**src/rtl/ccc_consts.svh**
```systemverilog
`ifndef CCC_CONSTS_SVH
`define CCC_CONSTS_SVH

// Register byte offsets.
`define CCC_OFF_FRM_INTERVAL  12'h190
`define CCC_OFF_ACC_LIVE      12'h194
`define CCC_OFF_CONTROL       12'h240
`define CCC_OFF_FORMAT        12'h244
`define CCC_OFF_GEOMETRY      12'h248
`define CCC_OFF_SCALE         12'h24C
`define CCC_OFF_FIFO0_ADDR    12'h250
`define CCC_OFF_FIFO1_ADDR    12'h258
`define CCC_OFF_FIFO2_ADDR    12'h260
`define CCC_OFF_STATUS        12'h26C
`define CCC_OFF_EVENTS        12'h274

// Reset values.
`define CCC_RST_FORMAT        32'h0030_0200
`define CCC_RST_GEOMETRY      32'h01E0_0500
`define CCC_RST_ZERO          32'h0000_0000

// Format register fields.
`define CCC_F_PAD             31:24
`define CCC_F_INFMT           23:20
`define CCC_F_OUTFMT          19:16
`define CCC_F_VFLIP           13
`define CCC_F_HFLIP           12
`define CCC_F_FIELD           11:10
`define CCC_F_ORDER           9:8
`define CCC_M_FORMAT          32'hFFFF_3F00

// Geometry register fields: bytes per line and lines per frame.
`define CCC_F_LINE_LEN        12:0
`define CCC_F_FRAME_LINES     28:16

// Control register bits.
`define CCC_B_VIDEO_EN        0
`define CCC_B_STILL_REQ       1
`define CCC_B_EMBED_SYNC      2

// Count fields.
`define CCC_F_ACC             31:24
`define CCC_F_LIVE            23:0

// Event flag bits, write one to clear.
`define CCC_B_CAP_DONE        0
`define CCC_B_FRM_DONE        1

// Output format codes that need special handling.
`define CCC_OUT_FIELD_PRGB    4'h6
`define CCC_OUT_FRAME_PRGB    4'hE
`define CCC_OUT_FRAME_P420    4'h2

`endif

```
**src/rtl/ccc_pkg.sv**
```systemverilog
package ccc_pkg;

   typedef enum logic [3:0] {
      CCC_IN_RAW    = 4'h0,
      CCC_IN_YUV422 = 4'h3,
      CCC_IN_YUV420 = 4'h4
   } ccc_infmt_t;

   typedef enum logic [1:0] {
      CCC_FIFO_Y,
      CCC_FIFO_U,
      CCC_FIFO_V
   } ccc_fifo_t;

   typedef enum logic [1:0] {
      CCC_FRAME_IDLE,
      CCC_FRAME_RUN,
      CCC_FRAME_FIELD1
   } ccc_frame_t;

endpackage : ccc_pkg

```
**src/rtl/ccc_capture_ctrl.sv**
```systemverilog
// Register access over APB was chosen for this implementation.
`timescale 1ns/10ps
`include "ccc_consts.svh"

module ccc_capture_ctrl
   import ccc_pkg::*;
(
   input  wire logic        pclk,
   input  wire logic        presetn,
   input  wire logic [11:0] paddr,
   input  wire logic        psel,
   input  wire logic        penable,
   input  wire logic        pwrite,
   input  wire logic [31:0] pwdata,
   output logic [31:0]      prdata,
   output logic             pready,
   output logic             pslverr,
   input  wire logic        ref_clk_24m,
   input  wire logic        cam_pclk,
   input  wire logic        cam_vsync,
   input  wire logic        cam_href,
   input  wire logic        cam_field,
   input  wire logic [7:0]  cam_data,
   output logic             pix_valid,
   output logic [1:0]       pix_fifo,
   output logic [31:0]      pix_addr,
   output logic [31:0]      pix_data
);

   // Pin synchroniser: every sensor pin and the reference clock.
   logic [12:0] sync1_r;
   logic [12:0] sync2_r;
   logic        ref_prev_r;
   logic        pck_prev_r;
   logic        vs_prev_r;
   logic        href_prev_r;

   // Software-side registers.
   logic [31:0] format_r;
   logic [31:0] geometry_r;
   logic        quarter_r;
   logic [31:0] fifo_addr_r [3];
   logic [2:0]  control_r;
   logic [1:0]  events_r;

   // Frame-side shadows, loaded at a frame boundary.
   logic [31:0] sh_format_r;
   logic [31:0] sh_geometry_r;
   logic        sh_quarter_r;
   logic        sh_embed_r;
   logic [31:0] sh_addr_r [3];

   logic [23:0] live_cnt_r;
   logic [23:0] interval_r;
   logic [7:0]  acc_cnt_r;
   logic        vbusy_r;
   logic        sbusy_r;
   ccc_frame_t  frame_r;
   ccc_frame_t  frame_nxt;
   logic [12:0] col_r;
   logic [12:0] line_r;
   logic [12:0] elem_r [3];
   logic [15:0] pack_r;
   logic [1:0]  pack_cnt_r;

   logic [31:0] prdata_r;
   logic        pready_r;
   logic        pslverr_r;
   logic        pix_valid_r;
   logic [1:0]  pix_fifo_r;
   logic [31:0] pix_addr_r;
   logic [31:0] pix_data_r;

   // Synchronised pins; only second-stage bits are read below.
   wire logic       s_ref   = sync2_r[12];
   wire logic       s_pck   = sync2_r[11];
   wire logic       s_vs    = sync2_r[10];
   wire logic       s_href  = sync2_r[9];
   wire logic       s_field = sync2_r[8];
   wire logic [7:0] s_data  = sync2_r[7:0];
   wire logic ref_rise = s_ref & ~ref_prev_r;
   wire logic pck_rise = s_pck & ~pck_prev_r;
   wire logic vs_rise  = s_vs & ~vs_prev_r;
   wire logic line_end = ~s_href & href_prev_r;

   // APB decode.
   wire logic acc_ph  = psel & penable;
   wire logic wr_ev   = acc_ph & pwrite & pready_r;
   wire logic hit_int = paddr == `CCC_OFF_FRM_INTERVAL;
   wire logic hit_acc = paddr == `CCC_OFF_ACC_LIVE;
   wire logic hit_ctl = paddr == `CCC_OFF_CONTROL;
   wire logic hit_fmt = paddr == `CCC_OFF_FORMAT;
   wire logic hit_geo = paddr == `CCC_OFF_GEOMETRY;
   wire logic hit_scl = paddr == `CCC_OFF_SCALE;
   wire logic hit_a0  = paddr == `CCC_OFF_FIFO0_ADDR;
   wire logic hit_a1  = paddr == `CCC_OFF_FIFO1_ADDR;
   wire logic hit_a2  = paddr == `CCC_OFF_FIFO2_ADDR;
   wire logic hit_sta = paddr == `CCC_OFF_STATUS;
   wire logic hit_evt = paddr == `CCC_OFF_EVENTS;
   wire logic mapped  = hit_int | hit_acc | hit_ctl | hit_fmt | hit_geo
                      | hit_scl | hit_a0 | hit_a1 | hit_a2 | hit_sta
                      | hit_evt;
   wire logic [2:0] hit_addr = {hit_a2, hit_a1, hit_a0};

   wire logic acc_clr = wr_ev & hit_acc & (pwdata == `CCC_RST_ZERO);

   wire logic [31:0] rd_mux =
        hit_int ? {8'h00, interval_r}
      : hit_acc ? {acc_cnt_r, live_cnt_r}
      : hit_ctl ? {29'h0000_0000, control_r}
      : hit_fmt ? format_r
      : hit_geo ? geometry_r
      : hit_scl ? {31'h0000_0000, quarter_r}
      : hit_a0  ? fifo_addr_r[0]
      : hit_a1  ? fifo_addr_r[1]
      : hit_a2  ? fifo_addr_r[2]
      : hit_sta ? {29'h0000_0000, s_field, vbusy_r, sbusy_r}
      : hit_evt ? {30'h0000_0000, events_r}
      : `CCC_RST_ZERO;

   // Format legality for the active shadow configuration.
   wire logic [3:0] in_fmt  = sh_format_r[`CCC_F_INFMT];
   wire logic [3:0] out_fmt = sh_format_r[`CCC_F_OUTFMT];
   wire logic is_raw = in_fmt == CCC_IN_RAW;
   wire logic is_422 = in_fmt == CCC_IN_YUV422;
   wire logic is_420 = in_fmt == CCC_IN_YUV420;
   wire logic ok_raw = is_raw & (out_fmt[2:0] != 3'h3);
   wire logic ok_422 = is_422 & (out_fmt[3:1] != 3'h7);
   wire logic ok_420 = is_420 & (out_fmt[1:0] != 2'h0)
                     & (out_fmt[1:0] != 2'h3)
                     & ((out_fmt[3:2] != 2'h3) | (out_fmt[1:0] == 2'h1));
   wire logic fmt_ok = ok_raw | ok_422 | ok_420;
   wire logic prgb   = is_raw & ((out_fmt == `CCC_OUT_FIELD_PRGB)
                              | (out_fmt == `CCC_OUT_FRAME_PRGB));

   wire logic two_field = sh_embed_r & ~is_raw
                        & (out_fmt == `CCC_OUT_FRAME_P420);
   // The vsync that closes field one of a two-field frame is no boundary.
   wire logic boundary  = vs_rise
                        & ~((frame_r == CCC_FRAME_RUN) & two_field);
   wire logic frame_end = boundary & (frame_r != CCC_FRAME_IDLE);

   wire logic vbusy_nxt = boundary ? control_r[`CCC_B_VIDEO_EN]
                        : vbusy_r;
   wire logic sbusy_nxt = boundary ? control_r[`CCC_B_STILL_REQ]
                        : sbusy_r;
   wire logic fd_set = frame_end & vbusy_r & control_r[`CCC_B_VIDEO_EN];
   wire logic cd_set = frame_end
                     & (sbusy_r | (vbusy_r & ~control_r[`CCC_B_VIDEO_EN]));

   always_comb
   begin
      frame_nxt = frame_r;
      case (frame_r)
         CCC_FRAME_IDLE:
            if (boundary & (vbusy_nxt | sbusy_nxt))
               frame_nxt = CCC_FRAME_RUN;
         CCC_FRAME_RUN:
            if (vs_rise & two_field)
               frame_nxt = CCC_FRAME_FIELD1;
            else if (boundary & ~(vbusy_nxt | sbusy_nxt))
               frame_nxt = CCC_FRAME_IDLE;
         CCC_FRAME_FIELD1:
            if (vs_rise)
               frame_nxt = CCC_FRAME_RUN;
         default:
            frame_nxt = CCC_FRAME_IDLE;
      endcase
   end

   wire logic [1:0] fsel = sh_format_r[`CCC_F_FIELD];
   wire logic field_ok = (fsel == 2'h2) | ((fsel == 2'h0) & ~s_field)
                       | ((fsel == 2'h1) & s_field);

   wire logic keep_line = ~sh_quarter_r | ~line_r[0];
   wire logic keep_col  = ~sh_quarter_r
                        | (is_raw ? ~col_r[0] : ~col_r[2]);
   wire logic capturing = (frame_r != CCC_FRAME_IDLE) & (vbusy_r | sbusy_r);
   wire logic take = pck_rise & s_href & capturing & field_ok & fmt_ok
                   & keep_line & keep_col;

   wire logic [1:0] order = sh_format_r[`CCC_F_ORDER];
   wire logic is_y = col_r[0] == order[1];
   wire logic is_u = ~is_y & ((col_r[1] ^ order[0]) == 1'b0);
   wire ccc_fifo_t fifo_sel = (is_raw | is_y) ? CCC_FIFO_Y
                            : is_u ? CCC_FIFO_U : CCC_FIFO_V;
   wire logic emit = take & (~prgb | (pack_cnt_r == 2'h2));

   wire logic [31:0] word = prgb
        ? {sh_format_r[`CCC_F_PAD], pack_r, s_data}
        : {24'h00_0000, s_data};

   wire logic [12:0] frame_lines = sh_geometry_r[`CCC_F_FRAME_LINES];
   wire logic [12:0] line_len    = sh_geometry_r[`CCC_F_LINE_LEN];
   wire logic [12:0] row = sh_format_r[`CCC_F_VFLIP]
                         ? frame_lines - 13'h0001 - line_r : line_r;
   wire logic [12:0] elem = elem_r[fifo_sel];
   wire logic [12:0] pos  = sh_format_r[`CCC_F_HFLIP]
                          ? line_len - 13'h0001 - elem : elem;
   wire logic [25:0] row_off = row * line_len;
   wire logic [31:0] dest = sh_addr_r[fifo_sel]
                          + {6'h00, row_off} + {19'h0_0000, pos};

   always_ff @(posedge pclk or negedge presetn)
   begin
      if (!presetn)
      begin
         sync1_r     <= 13'h0000;
         sync2_r     <= 13'h0000;
         ref_prev_r  <= 1'b0;
         pck_prev_r  <= 1'b0;
         vs_prev_r   <= 1'b0;
         href_prev_r <= 1'b0;
      end
      else
      begin
         sync1_r     <= {ref_clk_24m, cam_pclk, cam_vsync, cam_href,
                         cam_field, cam_data};
         sync2_r     <= sync1_r;
         ref_prev_r  <= s_ref;
         pck_prev_r  <= s_pck;
         vs_prev_r   <= s_vs;
         href_prev_r <= s_href;
      end
   end

   // Bus answer: one wait state, so read data and pready come from flops.
   always_ff @(posedge pclk or negedge presetn)
   begin
      if (!presetn)
      begin
         pready_r  <= 1'b0;
         prdata_r  <= `CCC_RST_ZERO;
         pslverr_r <= 1'b0;
      end
      else
      begin
         pready_r  <= acc_ph & ~pready_r;
         prdata_r  <= rd_mux;
         pslverr_r <= acc_ph & ~pready_r & ~mapped;
      end
   end

   always_ff @(posedge pclk or negedge presetn)
   begin
      if (!presetn)
      begin
         format_r   <= `CCC_RST_FORMAT;
         geometry_r <= `CCC_RST_GEOMETRY;
         quarter_r  <= 1'b0;
         control_r  <= 3'h0;
      end
      else
      begin
         if (wr_ev & hit_fmt)
            format_r <= pwdata & `CCC_M_FORMAT;
         if (wr_ev & hit_geo)
            geometry_r <= {3'h0, pwdata[`CCC_F_FRAME_LINES], 3'h0,
                           pwdata[`CCC_F_LINE_LEN]};
         if (wr_ev & hit_scl)
            quarter_r <= pwdata[0];
         // The still request is consumed at the next frame boundary.
         if (wr_ev & hit_ctl)
            control_r <= pwdata[2:0];
         else if (boundary)
            control_r[`CCC_B_STILL_REQ] <= 1'b0;
      end
   end

   genvar gi;
   generate
      for (gi = 0; gi < 3; gi++)
      begin : g_fifo
         always_ff @(posedge pclk or negedge presetn)
         begin
            if (!presetn)
            begin
               fifo_addr_r[gi] <= `CCC_RST_ZERO;
               sh_addr_r[gi]   <= `CCC_RST_ZERO;
               elem_r[gi]      <= 13'h0000;
            end
            else
            begin
               if (wr_ev & hit_addr[gi])
                  fifo_addr_r[gi] <= pwdata;
               if (boundary)
                  sh_addr_r[gi] <= fifo_addr_r[gi];
               if (line_end | vs_rise)
                  elem_r[gi] <= 13'h0000;
               else if (emit & (fifo_sel == ccc_fifo_t'(gi)))
                  elem_r[gi] <= elem_r[gi] + 13'h0001;
            end
         end
      end
   endgenerate

   always_ff @(posedge pclk or negedge presetn)
   begin
      if (!presetn)
      begin
         live_cnt_r <= 24'h00_0000;
         interval_r <= 24'h00_0000;
         acc_cnt_r  <= 8'h00;
      end
      else
      begin
         if (vs_rise)
         begin
            interval_r <= live_cnt_r;
            live_cnt_r <= 24'h00_0000;
         end
         else if (ref_rise)
            live_cnt_r <= live_cnt_r + 24'h00_0001;
         // frame count
         // A frame in the clearing cycle still counts.
         if (vs_rise)
            acc_cnt_r <= acc_clr ? 8'h01 : acc_cnt_r + 8'h01;
         else if (acc_clr)
            acc_cnt_r <= 8'h00;
      end
   end

   always_ff @(posedge pclk or negedge presetn)
   begin
      if (!presetn)
      begin
         sh_format_r   <= `CCC_RST_FORMAT;
         sh_geometry_r <= `CCC_RST_GEOMETRY;
         sh_quarter_r  <= 1'b0;
         sh_embed_r    <= 1'b0;
         vbusy_r       <= 1'b0;
         sbusy_r       <= 1'b0;
         frame_r       <= CCC_FRAME_IDLE;
         events_r      <= 2'h0;
      end
      else
      begin
         if (boundary)
         begin
            sh_format_r   <= format_r;
            sh_geometry_r <= geometry_r;
            sh_quarter_r  <= quarter_r;
            sh_embed_r    <= control_r[`CCC_B_EMBED_SYNC];
         end
         vbusy_r  <= vbusy_nxt;
         sbusy_r  <= sbusy_nxt;
         frame_r  <= frame_nxt;
         // Hardware set wins over a same-cycle software clear.
         events_r[`CCC_B_FRM_DONE] <= fd_set | (events_r[`CCC_B_FRM_DONE]
            & ~(wr_ev & hit_evt & pwdata[`CCC_B_FRM_DONE]));
         events_r[`CCC_B_CAP_DONE] <= cd_set | (events_r[`CCC_B_CAP_DONE]
            & ~(wr_ev & hit_evt & pwdata[`CCC_B_CAP_DONE]));
      end
   end

   always_ff @(posedge pclk or negedge presetn)
   begin
      if (!presetn)
      begin
         col_r       <= 13'h0000;
         line_r      <= 13'h0000;
         pack_r      <= 16'h0000;
         pack_cnt_r  <= 2'h0;
         pix_valid_r <= 1'b0;
         pix_fifo_r  <= 2'h0;
         pix_addr_r  <= `CCC_RST_ZERO;
         pix_data_r  <= `CCC_RST_ZERO;
      end
      else
      begin
         if (vs_rise)
         begin
            col_r  <= 13'h0000;
            line_r <= 13'h0000;
         end
         else if (line_end)
         begin
            col_r  <= 13'h0000;
            line_r <= line_r + 13'h0001;
         end
         else if (pck_rise & s_href)
            col_r <= col_r + 13'h0001;
         // Bytes of a padded pixel gather here until the third arrives.
         if (vs_rise | line_end)
            pack_cnt_r <= 2'h0;
         else if (take & prgb)
         begin
            pack_r     <= {pack_r[7:0], s_data};
            pack_cnt_r <= (pack_cnt_r == 2'h2) ? 2'h0
                        : pack_cnt_r + 2'h1;
         end
         pix_valid_r <= emit;
         if (emit)
         begin
            pix_fifo_r <= fifo_sel;
            pix_addr_r <= dest;
            pix_data_r <= word;
         end
      end
   end

   assign prdata    = prdata_r;
   assign pready    = pready_r;
   assign pslverr   = pslverr_r;
   assign pix_valid = pix_valid_r;
   assign pix_fifo  = pix_fifo_r;
   assign pix_addr  = pix_addr_r;
   assign pix_data  = pix_data_r;

endmodule : ccc_capture_ctrl

```
**config.mk**
```make
export PLATFORM = sky130hd
export DESIGN_NAME = ccc_capture_ctrl
export DESIGN_NICKNAME = d
export VERILOG_FILES = /design/src/rtl/ccc_pkg.sv /design/src/rtl/ccc_capture_ctrl.sv
export VERILOG_INCLUDE_DIRS = /design/src /design/src/rtl
export SDC_FILE = /design/constraint.sdc
export NUM_CORES = 1
export LEC_CHECK = 0
export ABC_CLOCK_PERIOD_IN_PS = 9700
export BUFFER_PORTS_ARGS = -buffer_cell sky130_fd_sc_hd__buf_2
export CORE_MARGIN = 1
export CORE_UTILIZATION = 40
export CTS_CLUSTER_SIZE = 20
export DETAILED_ROUTE_END_ITERATION = 10
export PLACE_DENSITY = 0.59
export RECOVER_POWER = 100
export SETUP_SLACK_MARGIN = 0.3
export SLEW_MARGIN = 5
export SYNTH_ARGS = -nofsm -noshare
export SYNTH_HDL_FRONTEND = slang
export SYNTH_SLANG_ARGS = --single-unit
```
**constraint.sdc**
```tcl
create_clock -name pclk -period 9.7 [get_ports pclk]
set_input_delay 0 -clock pclk [delete_from_list [all_inputs] [get_ports pclk]]
set_output_delay 0 -clock pclk [all_outputs]
set_load 0.01 [all_outputs]
```
==> results.yml, run 1 <==
layout:
  n_fill_cell: 7240
  final_cell_mix: "542 x dfrtp_1, 346 x mux2_2, 302 x nand2_1, 208 x inv_1, 164 x nor2_1"
  multi_input_area_mm2: 0.0164
  seqCellArea_mm2: 0.0140
  mostFrequentLayoutCell: "dfrtp_1"
  area_growth_pct: 14.6
  drive_gt1_share_pct: 18.2
  num-nets-final: 3388
job:
  cap_violations: 19
timing:
  worst_pin_slew_ns: 6.07
  post-route-min-period_ns: 8.99
  drv_slew: 806
  period_share_pct: 92.6
  setup_violations: 0
  hold_ws_ns: 0.0283
  setup_tns_ns: 0
  finClkSkew_ns: 0.0420
  max_freq_ghz: 0.111
  slew_headroom_pct: -304
  rsz0062_at_grt: "no"
  final-hold-violation-count: 0
critical_path:
  cp_slowest_cell: "fa_1"
  cp.arrival_ns: 9.38
  endpoint_kind: "flop"
  r2r_slack_ns: 0.71
  required_ns: 10.09
  crit_fanout: 9
  start_kind: "flop"
  critPathMaxStageDelay_ns: 0.54
  critPathKind: "flop to flop"
  crit_top_cell: "fa_1"
  rr_worst_depth: 33
floorplan:
  die_height_um: 283
  rows: 102
  die_x_um: 283
  core_mm2: 0.0778
  io-pin-count: 163
  initial_utilization_pct: 40.6
  die-area_mm2: 0.0801
clock_tree:
  cts.sinks: 560
  clk_pin_slew_worst_paths_ns: 0.06
  clk_latency_ns: 0.63
  ctsHtreeMaxLevel: 3
  clock_path_buffers: 3
  clk_root_buffer_cell: "clkbuf_16"
  cts_tree: "yes"
  numCtsBuffers: 66
routing:
  wl_met3_mm: 5.08
  drt-pass1-iter-count: 6
  route.met2.wl_mm: 41.9
  via_count: 22382
  drtAntennaViolNets: 0
  viasPerCell: 5.41
  wl_mm: 89.0
  avgRoutedWirePerCell_um: 21.5
  drt_iter0_drc: 1400
  m1WireLength_mm: 39.4
  dr.max_layer_used: "met4"
  drc: 0
global_routing:
  antenna_found_initial: 4
  grt_overflow_total: 0
  grt_pass1_vias: 23370
  grt_pass1_wl_mm: 139
  gr-usage-all-layers_pct: 22.4
  grt_max_degree: 191
hold_path:
  min_path_type: "input port to flop"
  hold_path_depth: 2
logic_synthesis:
  netlist_area_mm2: 0.0316
  synth_cells: 2849
  synth.distinct_cells: 66
  synth.area.top_cells: "dfrtp_1 43%, mux2_2 12%, fa_1 10%"
  synth_warnings: 0
  synth.largest_area_cell: "dfrtp_1"
  synth-main-ff-cell: "dfrtp_1"
  netlist.area_leader.share_pct: 42.9
  yosysSeqAreaShare_pct: 44.4
  postSynthNetCount: 3190
  synth_edf_count: 0
  synth_area_per_cell_um2: 11.1
  ys_ff_latch: 560
  async_flop_share_pct: 100
placed_design:
  port-buffer-count: 162
  dp_hpwl_mm: 64.1
  gp_congestion: 0.889
power:
  powerDensity_mw_per_mm2: 142
  p_leak_nw: 17.1
  vdd_drop_max_mv: 0.148
run_status:
  violations: "max-capacitance violations, max-slew violations"
  status: "finished, violations left"
==> layer usage <==
layer / vias up / GRT usage (%)
li1: 10170 / -
met1: 11494 / 30.3
met2: 585 / 36.5
met3: 133 / 4.12
met4: 0 / 7.02
met5: - / 0
==> synthesized netlist by cell type, drive strengths merged (3+ instances only) <==
library cell  count
xnor2            53
dfstp            18
a2111oi           4
a211oi            7
a22oi            13
mux2i            57
or4               8
clkbuf          108
o31ai             7
xor2             64
ha              120
o21ai           117
nand4            18
or3              18
nor2            164
fa              159
a22o             30
nand3b            5
or2               6
a221oi            8
dfrtp           542
o21bai            4
o21a             11
a21boi            3
and3             17
mux2            348
inv             208
nand2b           14
o211ai            3
and2             73
nand2           302
a31oi            15
o41ai             4
and4              4
nor2b            12
nor3b             3
buf              28
a21oi            95
nor3             35
nand3            43
o22ai             3
a222oi           27
nor4             28
a21o             24
==> stage by stage <==
stage          total power, mW  worst slack (ns)  area (µm²)  utilization (%)  instances
2_1_floorplan             2.56             0.302       31600                -       2849
5_1_grt                   5.32             0.202       36200             46.5       4139
4_1_cts                   5.20             0.335       36400             46.8       4136
3_3_place_gp              2.68             0.549       33600             43.2       3958
3_5_place_dp              2.69             0.378       33600             43.2       3958
6_report                  5.13             0.714       36200             46.5       4140
==> worst max-delay path, delay by kind of cell, from the launching register on <==
kind                       cells  cell delay, ns
adders and majority gates      9            3.89
buffers and inverters          4            0.23
AOI/OAI and AO/OA             10            2.11
and+or+nand+nor                6            1.27
xor gates and xnor gates       4            0.76
DFF                            1            0.53
==> where the power goes <==
part,internal [mW],switching (mW)
registers,2.38,0.0393
logic,0.0830,0.164
clock network,1.45,1.02
total,3.91,1.23
==> logic make-up after synthesis <==
group	count (synthesis)	synth area share [%]
AO/OA/AOI/OAI	389	7.96
AND/OR/NAND/NOR	755	11.2
XOR/XNOR	117	3.24
multiplexers	405	14.2
flip-flops	560	44.4
buffers and inverters	344	4.11
adder cells (fa/ha/maj)	279	14.8
==> timing repair <==
item | CTS | global route
buffers inserted | 0 | 1
setup endpoints to repair | 0 | 10
resized for setup | 0 | 13
hold buffers | 60 | 0
hold endpoints to repair | 271 | 0
==> worst paths after layout <==
path,from,end
min in group asynchronous,presetn,pix_addr[19]$_DFFE_PN0P_
hold reg to reg,sync1_r[1]$_DFF_PN0_,sync2_r[1]$_DFF_PN0_
hold / removal,cam_data[2],sync1_r[2]$_DFF_PN0_
setup reg to reg,sh_format_r[9]$_DFFE_PN1P_,pix_addr[28]$_DFFE_PN0P_
setup / recovery,sh_format_r[9]$_DFFE_PN1P_,pix_addr[28]$_DFFE_PN0P_
max in group asynchronous,presetn,interval_r[0]$_DFFE_PN0P_
==> flip-flops by register name (all words and copies together) (netlist names), 8 cells and up <==
register,flops
acc_cnt_r,8
line_r,13
sh_addr_r,96
pix_data,32
prdata,32
live_cnt_r,24
interval_r,24
elem_r,39
geometry_r,26
format_r,22
sync2_r,13
fifo_addr_r,96
sync1_r,13
sh_geometry_r,26
sh_format_r,22
pix_addr,32
pack_r,16
==> area by class of cell <==
cell class                      count  share of cell area, %
Clock buffer                       98                   5.31
Clock inverter                     20                  0.722
Timing Repair Buffer              266                   4.26
Tap cell                         1040                   3.59
Sequential cell                   560                   38.8
Inverter                          208                   2.16
Antenna cell                        3                 0.0207
Multi-Input combinational cell   1945                   45.2
No activity file was read; power rests on OpenSTA's default activity.
==> run 2, diff against run 1 <==
--- a/config.mk
+++ b/config.mk
@@ -9,10 +9,10 @@
 export ABC_CLOCK_PERIOD_IN_PS = 9700
 export BUFFER_PORTS_ARGS = -buffer_cell sky130_fd_sc_hd__buf_2
 export CORE_MARGIN = 1
-export CORE_UTILIZATION = 40
+export CORE_UTILIZATION = 55
 export CTS_CLUSTER_SIZE = 20
 export DETAILED_ROUTE_END_ITERATION = 10
-export PLACE_DENSITY = 0.59
+export PLACE_DENSITY = 0.77
 export RECOVER_POWER = 100
 export SETUP_SLACK_MARGIN = 0.3
 export SLEW_MARGIN = 5
==> results.yml, run 2 (same netlist as run 1, synthesis figures left out) <==
run_status:
  status: "finished, violations left"
  violations: "max-capacitance violations, max-slew violations"
global_routing:
  gr-usage-all-layers_pct: 30.1
  grt_overflow_total: 0
  grt_pass1_vias: 24247
  grt_pass1_wl_mm: 137
  grt_max_degree: 174
  antenna_found_initial: 1
power:
  p_leak_nw: 17.1
  powerDensity_mw_per_mm2: 137
  vdd_drop_max_mv: 0.174
  power_mw: 4.92
layout:
  final_cell_mix: "542 x dfrtp_1, 344 x mux2_2, 302 x nand2_1, 208 x inv_1, 164 x nor2_1"
  reg_top3: "fifo_addr_r: 96 flops, sh_addr_r: 96 flops, elem_r: 39 flops"
  n_fill_cell: 4394
  multi_input_area_mm2: 0.0164
  mostFrequentLayoutCell: "dfrtp_1"
  utilization_pct: 63.3
  num-nets-final: 3397
  area_growth_pct: 13.4
  finalNonFillerCells: 3858
  drive_gt1_share_pct: 18.6
  seqCellArea_mm2: 0.0140
critical_path:
  cp.arrival_ns: 9.42
  endpoint_kind: "flop"
  critPathMaxStageDelay_ns: 0.55
  cp_slowest_cell: "fa_1"
  critPathKind: "flop to flop"
  start_kind: "flop"
  crit_fanout: 26
  crit_top_cell: "fa_1"
  required_ns: 10.08
routing:
  via_count: 23237
  drc: 0
  viasPerCell: 6.02
  drtAntennaViolNets: 0
  drt-pass1-iter-count: 7
  avgRoutedWirePerCell_um: 22.6
  wl_mm: 87.2
  drt_iter0_drc: 1928
timing:
  worst_pin_slew_ns: 5.26
  final-hold-violation-count: 0
  setup_tns_ns: 0
  post-route-min-period_ns: 9.04
  max_freq_ghz: 0.111
  rsz0062_at_grt: "yes"
  finClkSkew_ns: 0.0511
  period_share_pct: 93.2
  setup_violations: 0
  slew_headroom_pct: -250
  hold_ws_ns: 0.0301
  drv_slew: 930
floorplan:
  rows: 87
  die_x_um: 242
  io-pin-count: 163
  die-area_mm2: 0.0584
  initial_utilization_pct: 55.8
  core_mm2: 0.0566
  die_height_um: 242
clock_tree:
  clk_pin_slew_worst_paths_ns: 0.06
  cts.sinks: 560
  clk_root_buffer_cell: "clkbuf_16"
  ctsHtreeMaxLevel: 2
  clock_path_buffers: 3
  clk_latency_ns: 0.64
  numCtsBuffers: 57
  cts_tree: "yes"
job:
  cap_violations: 17
placed_design:
  dp_hpwl_mm: 61.3
  gp_congestion: 0.961
  dp.cells: 3679
  port-buffer-count: 162
hold_path:
  min_path_type: "input port to flop"
run 2: cell types whose count changed in the layout (fill, tap and decap cells not counted), moves of 3 or more:
| cell | previous run | this run |
|---|---|---|
| clkinv_8 | 4 | 0 |
| dlygate4sd3_1 | 60 | 70 |
| buf_4 | 22 | 31 |
| o21ai_1 | 1 | 4 |
| o21ai_0 | 116 | 113 |
| clkinv_2 | 7 | 11 |
| clkbuf_16 | 67 | 57 |
| clkbuf_1 | 143 | 132 |
run 2: worst max-delay path: cells and delay by family (launching register included):
| kind | cells | cell delay [ns] |
|---|---|---|
| adder cells (fa/ha/maj) | 8 | 3.56 |
| AO/OA/AOI/OAI | 10 | 2.09 |
| AND/OR/NAND/NOR | 7 | 1.63 |
| buffers and inverters | 6 | 0.57 |
| XOR/XNOR | 3 | 0.48 |
| flip-flops | 1 | 0.45 |
run 2: power breakdown:
group          internal, mW  switching [mW]  total (mW)  leakage, nW
registers              2.38          0.0400        2.42         7.62
clock network          1.31           0.948        2.26        0.958
logic                0.0848           0.165       0.250         8.55
run 2: through the flow:
| step | worst slack (ns) | area [µm²] |
|---|---|---|
| finish | 0.660 | 35800 |
| global placement | -0.0836 | 33300 |
| detailed placement | -0.248 | 33300 |
| floorplan | 0.302 | 31600 |
| global route | 0.138 | 35800 |
| CTS | 0.329 | 36000 |
run 2: final timing paths:
path | depth (start not counted) | from | slack [ns] | endpoint
worst max-delay path | 34 | sh_format_r[22]$_DFFE_PN0P_ | 0.66 | pix_addr[28]$_DFFE_PN0P_
worst min-delay path | 2 | cam_pclk | 0.03 | sync1_r[11]$_DFF_PN0_
worst max register to register | 34 | sh_format_r[22]$_DFFE_PN0P_ | 0.66 | pix_addr[28]$_DFFE_PN0P_
worst min register to register | 0 | sync1_r[11]$_DFF_PN0_ | 0.35 | sync2_r[11]$_DFF_PN0_
max in group asynchronous | 4 | presetn | 1.87 | fifo_addr_r[8]$_DFFE_PN0P_
min in group asynchronous | 2 | presetn | 1.82 | pix_addr[13]$_DFFE_PN0P_
run 2: timing repair:
action | CTS | global route
pin swaps | 0 | 1
gates resized for setup | 3 | 16
setup endpoints to repair | 4 | 13
hold endpoints to repair | 258 | 0
hold buffers | 70 | 0
setup buffers | 3 | 1
run 2: metal layers:
metal	track usage, %	up-vias	wire (µm)
met2	49.9	976	42400
met3	4.94	190	6190
li1	-	10163	-
met1	39.7	11908	35500
met4	11.4	0	3070
met5	0	-	0
run 2: final cells by class:
type                            instances  share of cell area (%)
Multi-Input combinational cell       1945                    45.8
Sequential cell                       560                    39.2
Timing Repair Buffer                  284                    4.77
Clock buffer                           83                    4.67
Tap cell                              756                    2.64
Inverter                              208                    2.18
Clock inverter                         21                   0.723
Antenna cell                            1                 0.00698
==> run 3, diff against run 2 <==
--- a/config.mk
+++ b/config.mk
@@ -12,7 +12,7 @@
 export CORE_UTILIZATION = 55
 export CTS_CLUSTER_SIZE = 20
 export DETAILED_ROUTE_END_ITERATION = 10
-export PLACE_DENSITY = 0.77
+export PLACE_DENSITY = 0.86
 export RECOVER_POWER = 100
 export SETUP_SLACK_MARGIN = 0.3
 export SLEW_MARGIN = 5
==> results.yml, run 3 (same netlist as run 1, synthesis figures left out) <==
layout:
  drive_gt1_share_pct: 18.4
  multi_input_area_mm2: 0.0164
  final_cell_area_mm2: 0.0357
  seqCellArea_mm2: 0.0140
  reg_top3: "fifo_addr_r: 96 flops, sh_addr_r: 96 flops, elem_r: 39 flops"
  num_antenna_cells: 0
  finalNonFillerCells: 3844
  area_growth_pct: 13.1
  final_cell_mix: "542 x dfrtp_1, 342 x mux2_2, 302 x nand2_1, 208 x inv_1, 164 x nor2_1"
  mostFrequentLayoutCell: "dfrtp_1"
  n_fill_cell: 4122
  num-nets-final: 3381
clock_tree:
  numCtsBuffers: 56
  clock_path_buffers: 3
  clk_latency_ns: 0.65
  ctsHtreeMaxLevel: 2
  clk_pin_slew_worst_paths_ns: 0.07
  cts_tree: "yes"
  cts.sinks: 560
  clk_root_buffer_cell: "clkbuf_16"
critical_path:
  crit_top_cell: "fa_1"
  r2r_start: "line_r[0]$_DFFE_PN0N_"
  r2r-end: "pix_addr[28]$_DFFE_PN0P_"
  critPathKind: "flop to flop"
  crit_fanout: 13
  endpoint_kind: "flop"
  rr_worst_depth: 32
  cp_slowest_cell: "fa_1"
  r2r_slack_ns: 0.69
  critPathMaxStageDelay_ns: 0.59
  cp.arrival_ns: 9.41
  required_ns: 10.11
  start_kind: "flop"
global_routing:
  grt_max_degree: 101
  antenna_found_initial: 0
  grt_pass1_wl_mm: 137
  grt_overflow_total: 0
  grt_pass1_vias: 24186
  gr-usage-all-layers_pct: 29.8
routing:
  drc: 0
  drtAntennaViolNets: 0
  avgRoutedWirePerCell_um: 22.6
  wl_mm: 86.7
  drt-pass1-iter-count: 6
  via_count: 23586
  drt_iter0_drc: 2312
  viasPerCell: 6.14
hold_path:
  hold_path_depth: 5
  hold_start: "paddr[0]"
  holdPathEnd: "prdata[0]$_DFF_PN0_"
  min_path_type: "input port to flop"
timing:
  rsz0062_at_grt: "no"
  post-route-min-period_ns: 9.01
  setup_violations: 0
  drv_slew: 817
  finClkSkew_ns: 0.0283
  final.setup.worst_slack_ns: 0.693
  setup_tns_ns: 0
  slew_headroom_pct: -278
  final-hold-violation-count: 0
  max_freq_ghz: 0.111
  period_share_pct: 92.9
  worst_pin_slew_ns: 5.67
placed_design:
  placed_area_mm2: 0.0332
  dp_hpwl_mm: 58.2
  gp_congestion: 0.920
  port-buffer-count: 162
  post-place-ws_ns: 0.458
  dp.cells: 3671
floorplan:
  core_mm2: 0.0566
  die_height_um: 242
  io-pin-count: 163
  die_x_um: 242
  die-area_mm2: 0.0584
  rows: 87
  initial_utilization_pct: 55.8
run_status:
  violations: "max-capacitance violations, max-slew violations"
  status: "finished, violations left"
power:
  p_leak_nw: 17.1
  powerDensity_mw_per_mm2: 140
  power_mw: 4.99
  vdd_drop_max_mv: 0.164
job:
  cap_violations: 15
run 3: changes by cell type in the layout (fill, tap and decap cells not counted), moves of 3 or more:
cell	delta
clkinv_4	+3
clkbuf_8	-4
buf_4	-9
clkinv_2	+7
clkbuf_1	-8
dlygate4sd3_1	-3
run 3: worst max-delay path by stage:
| stage | start | to |
|---|---|---|
| 6_report | line_r[0]$_DFFE_PN0N_ | pix_addr[28]$_DFFE_PN0P_ |
| 5_1_grt | sh_format_r[22]$_DFFE_PN0P_ | pix_addr[28]$_DFFE_PN0P_ |
| 4_1_cts | sh_format_r[22]$_DFFE_PN0P_ | pix_addr[28]$_DFFE_PN0P_ |
| 3_5_place_dp | sh_format_r[22]$_DFFE_PN0P_ | pix_addr[28]$_DFFE_PN0P_ |
| 3_3_place_gp | sh_format_r[22]$_DFFE_PN0P_ | pix_addr[28]$_DFFE_PN0P_ |
| 2_1_floorplan | sh_format_r[22]$_DFFE_PN0P_ | pix_addr[28]$_DFFE_PN0P_ |
run 3: where the power goes:
| part | switching, mW | leakage (nW) | internal (mW) | total, mW |
|---|---|---|---|---|
| logic | 0.167 | 8.46 | 0.0849 | 0.252 |
| registers | 0.0424 | 7.62 | 2.38 | 2.42 |
| clock network | 0.990 | 0.995 | 1.33 | 2.32 |
run 3: repair_timing:
action,in CTS,in global routing
endpoints found under the setup margin,0,10
hold buffers,67,0
setup buffers,0,0
hold endpoints to repair,268,0
gates resized for setup,0,16
run 3: through the flow:
step                      hold WS, ns  util [%]
after floorplan                -0.296         -
after global placement          0.108      58.7
after detailed placement        0.111      58.7
after CTS                      0.0109      63.4
after global routing           0.0285      63.1
final                          0.0340      63.1
run 3: worst max-delay path: cells and delay by family (launching register included):
family,cells,cell delay (ns)
adders and majority gates,9,4.09
buffers and inverters,7,0.55
AOI/OAI and AO/OA,8,2.04
and+or+nand+nor,5,1.06
DFF,1,0.40
muxes,1,0.33
xor gates and xnor gates,2,0.31
run 3: final cells by class:
type / instances / area share, %
clock buffer: 73 / 4.47
multi-input combinational: 1945 / 45.8
clock inverter: 33 / 1.11
timing repair buffer: 269 / 4.46
inverter: 208 / 2.19
sequential: 560 / 39.3
tap: 756 / 2.65
run 3: routing by layer:
layer  share of wire (%)  global-route usage [%]  vias to the layer above
met4                 4.7                    13.6                        0
met2                  47                    48.2                     1261
met5                   0                       0                        -
li1                    -                       -                    10152
met3                 9.0                    6.24                      307
met1                  39                    38.6                    11866
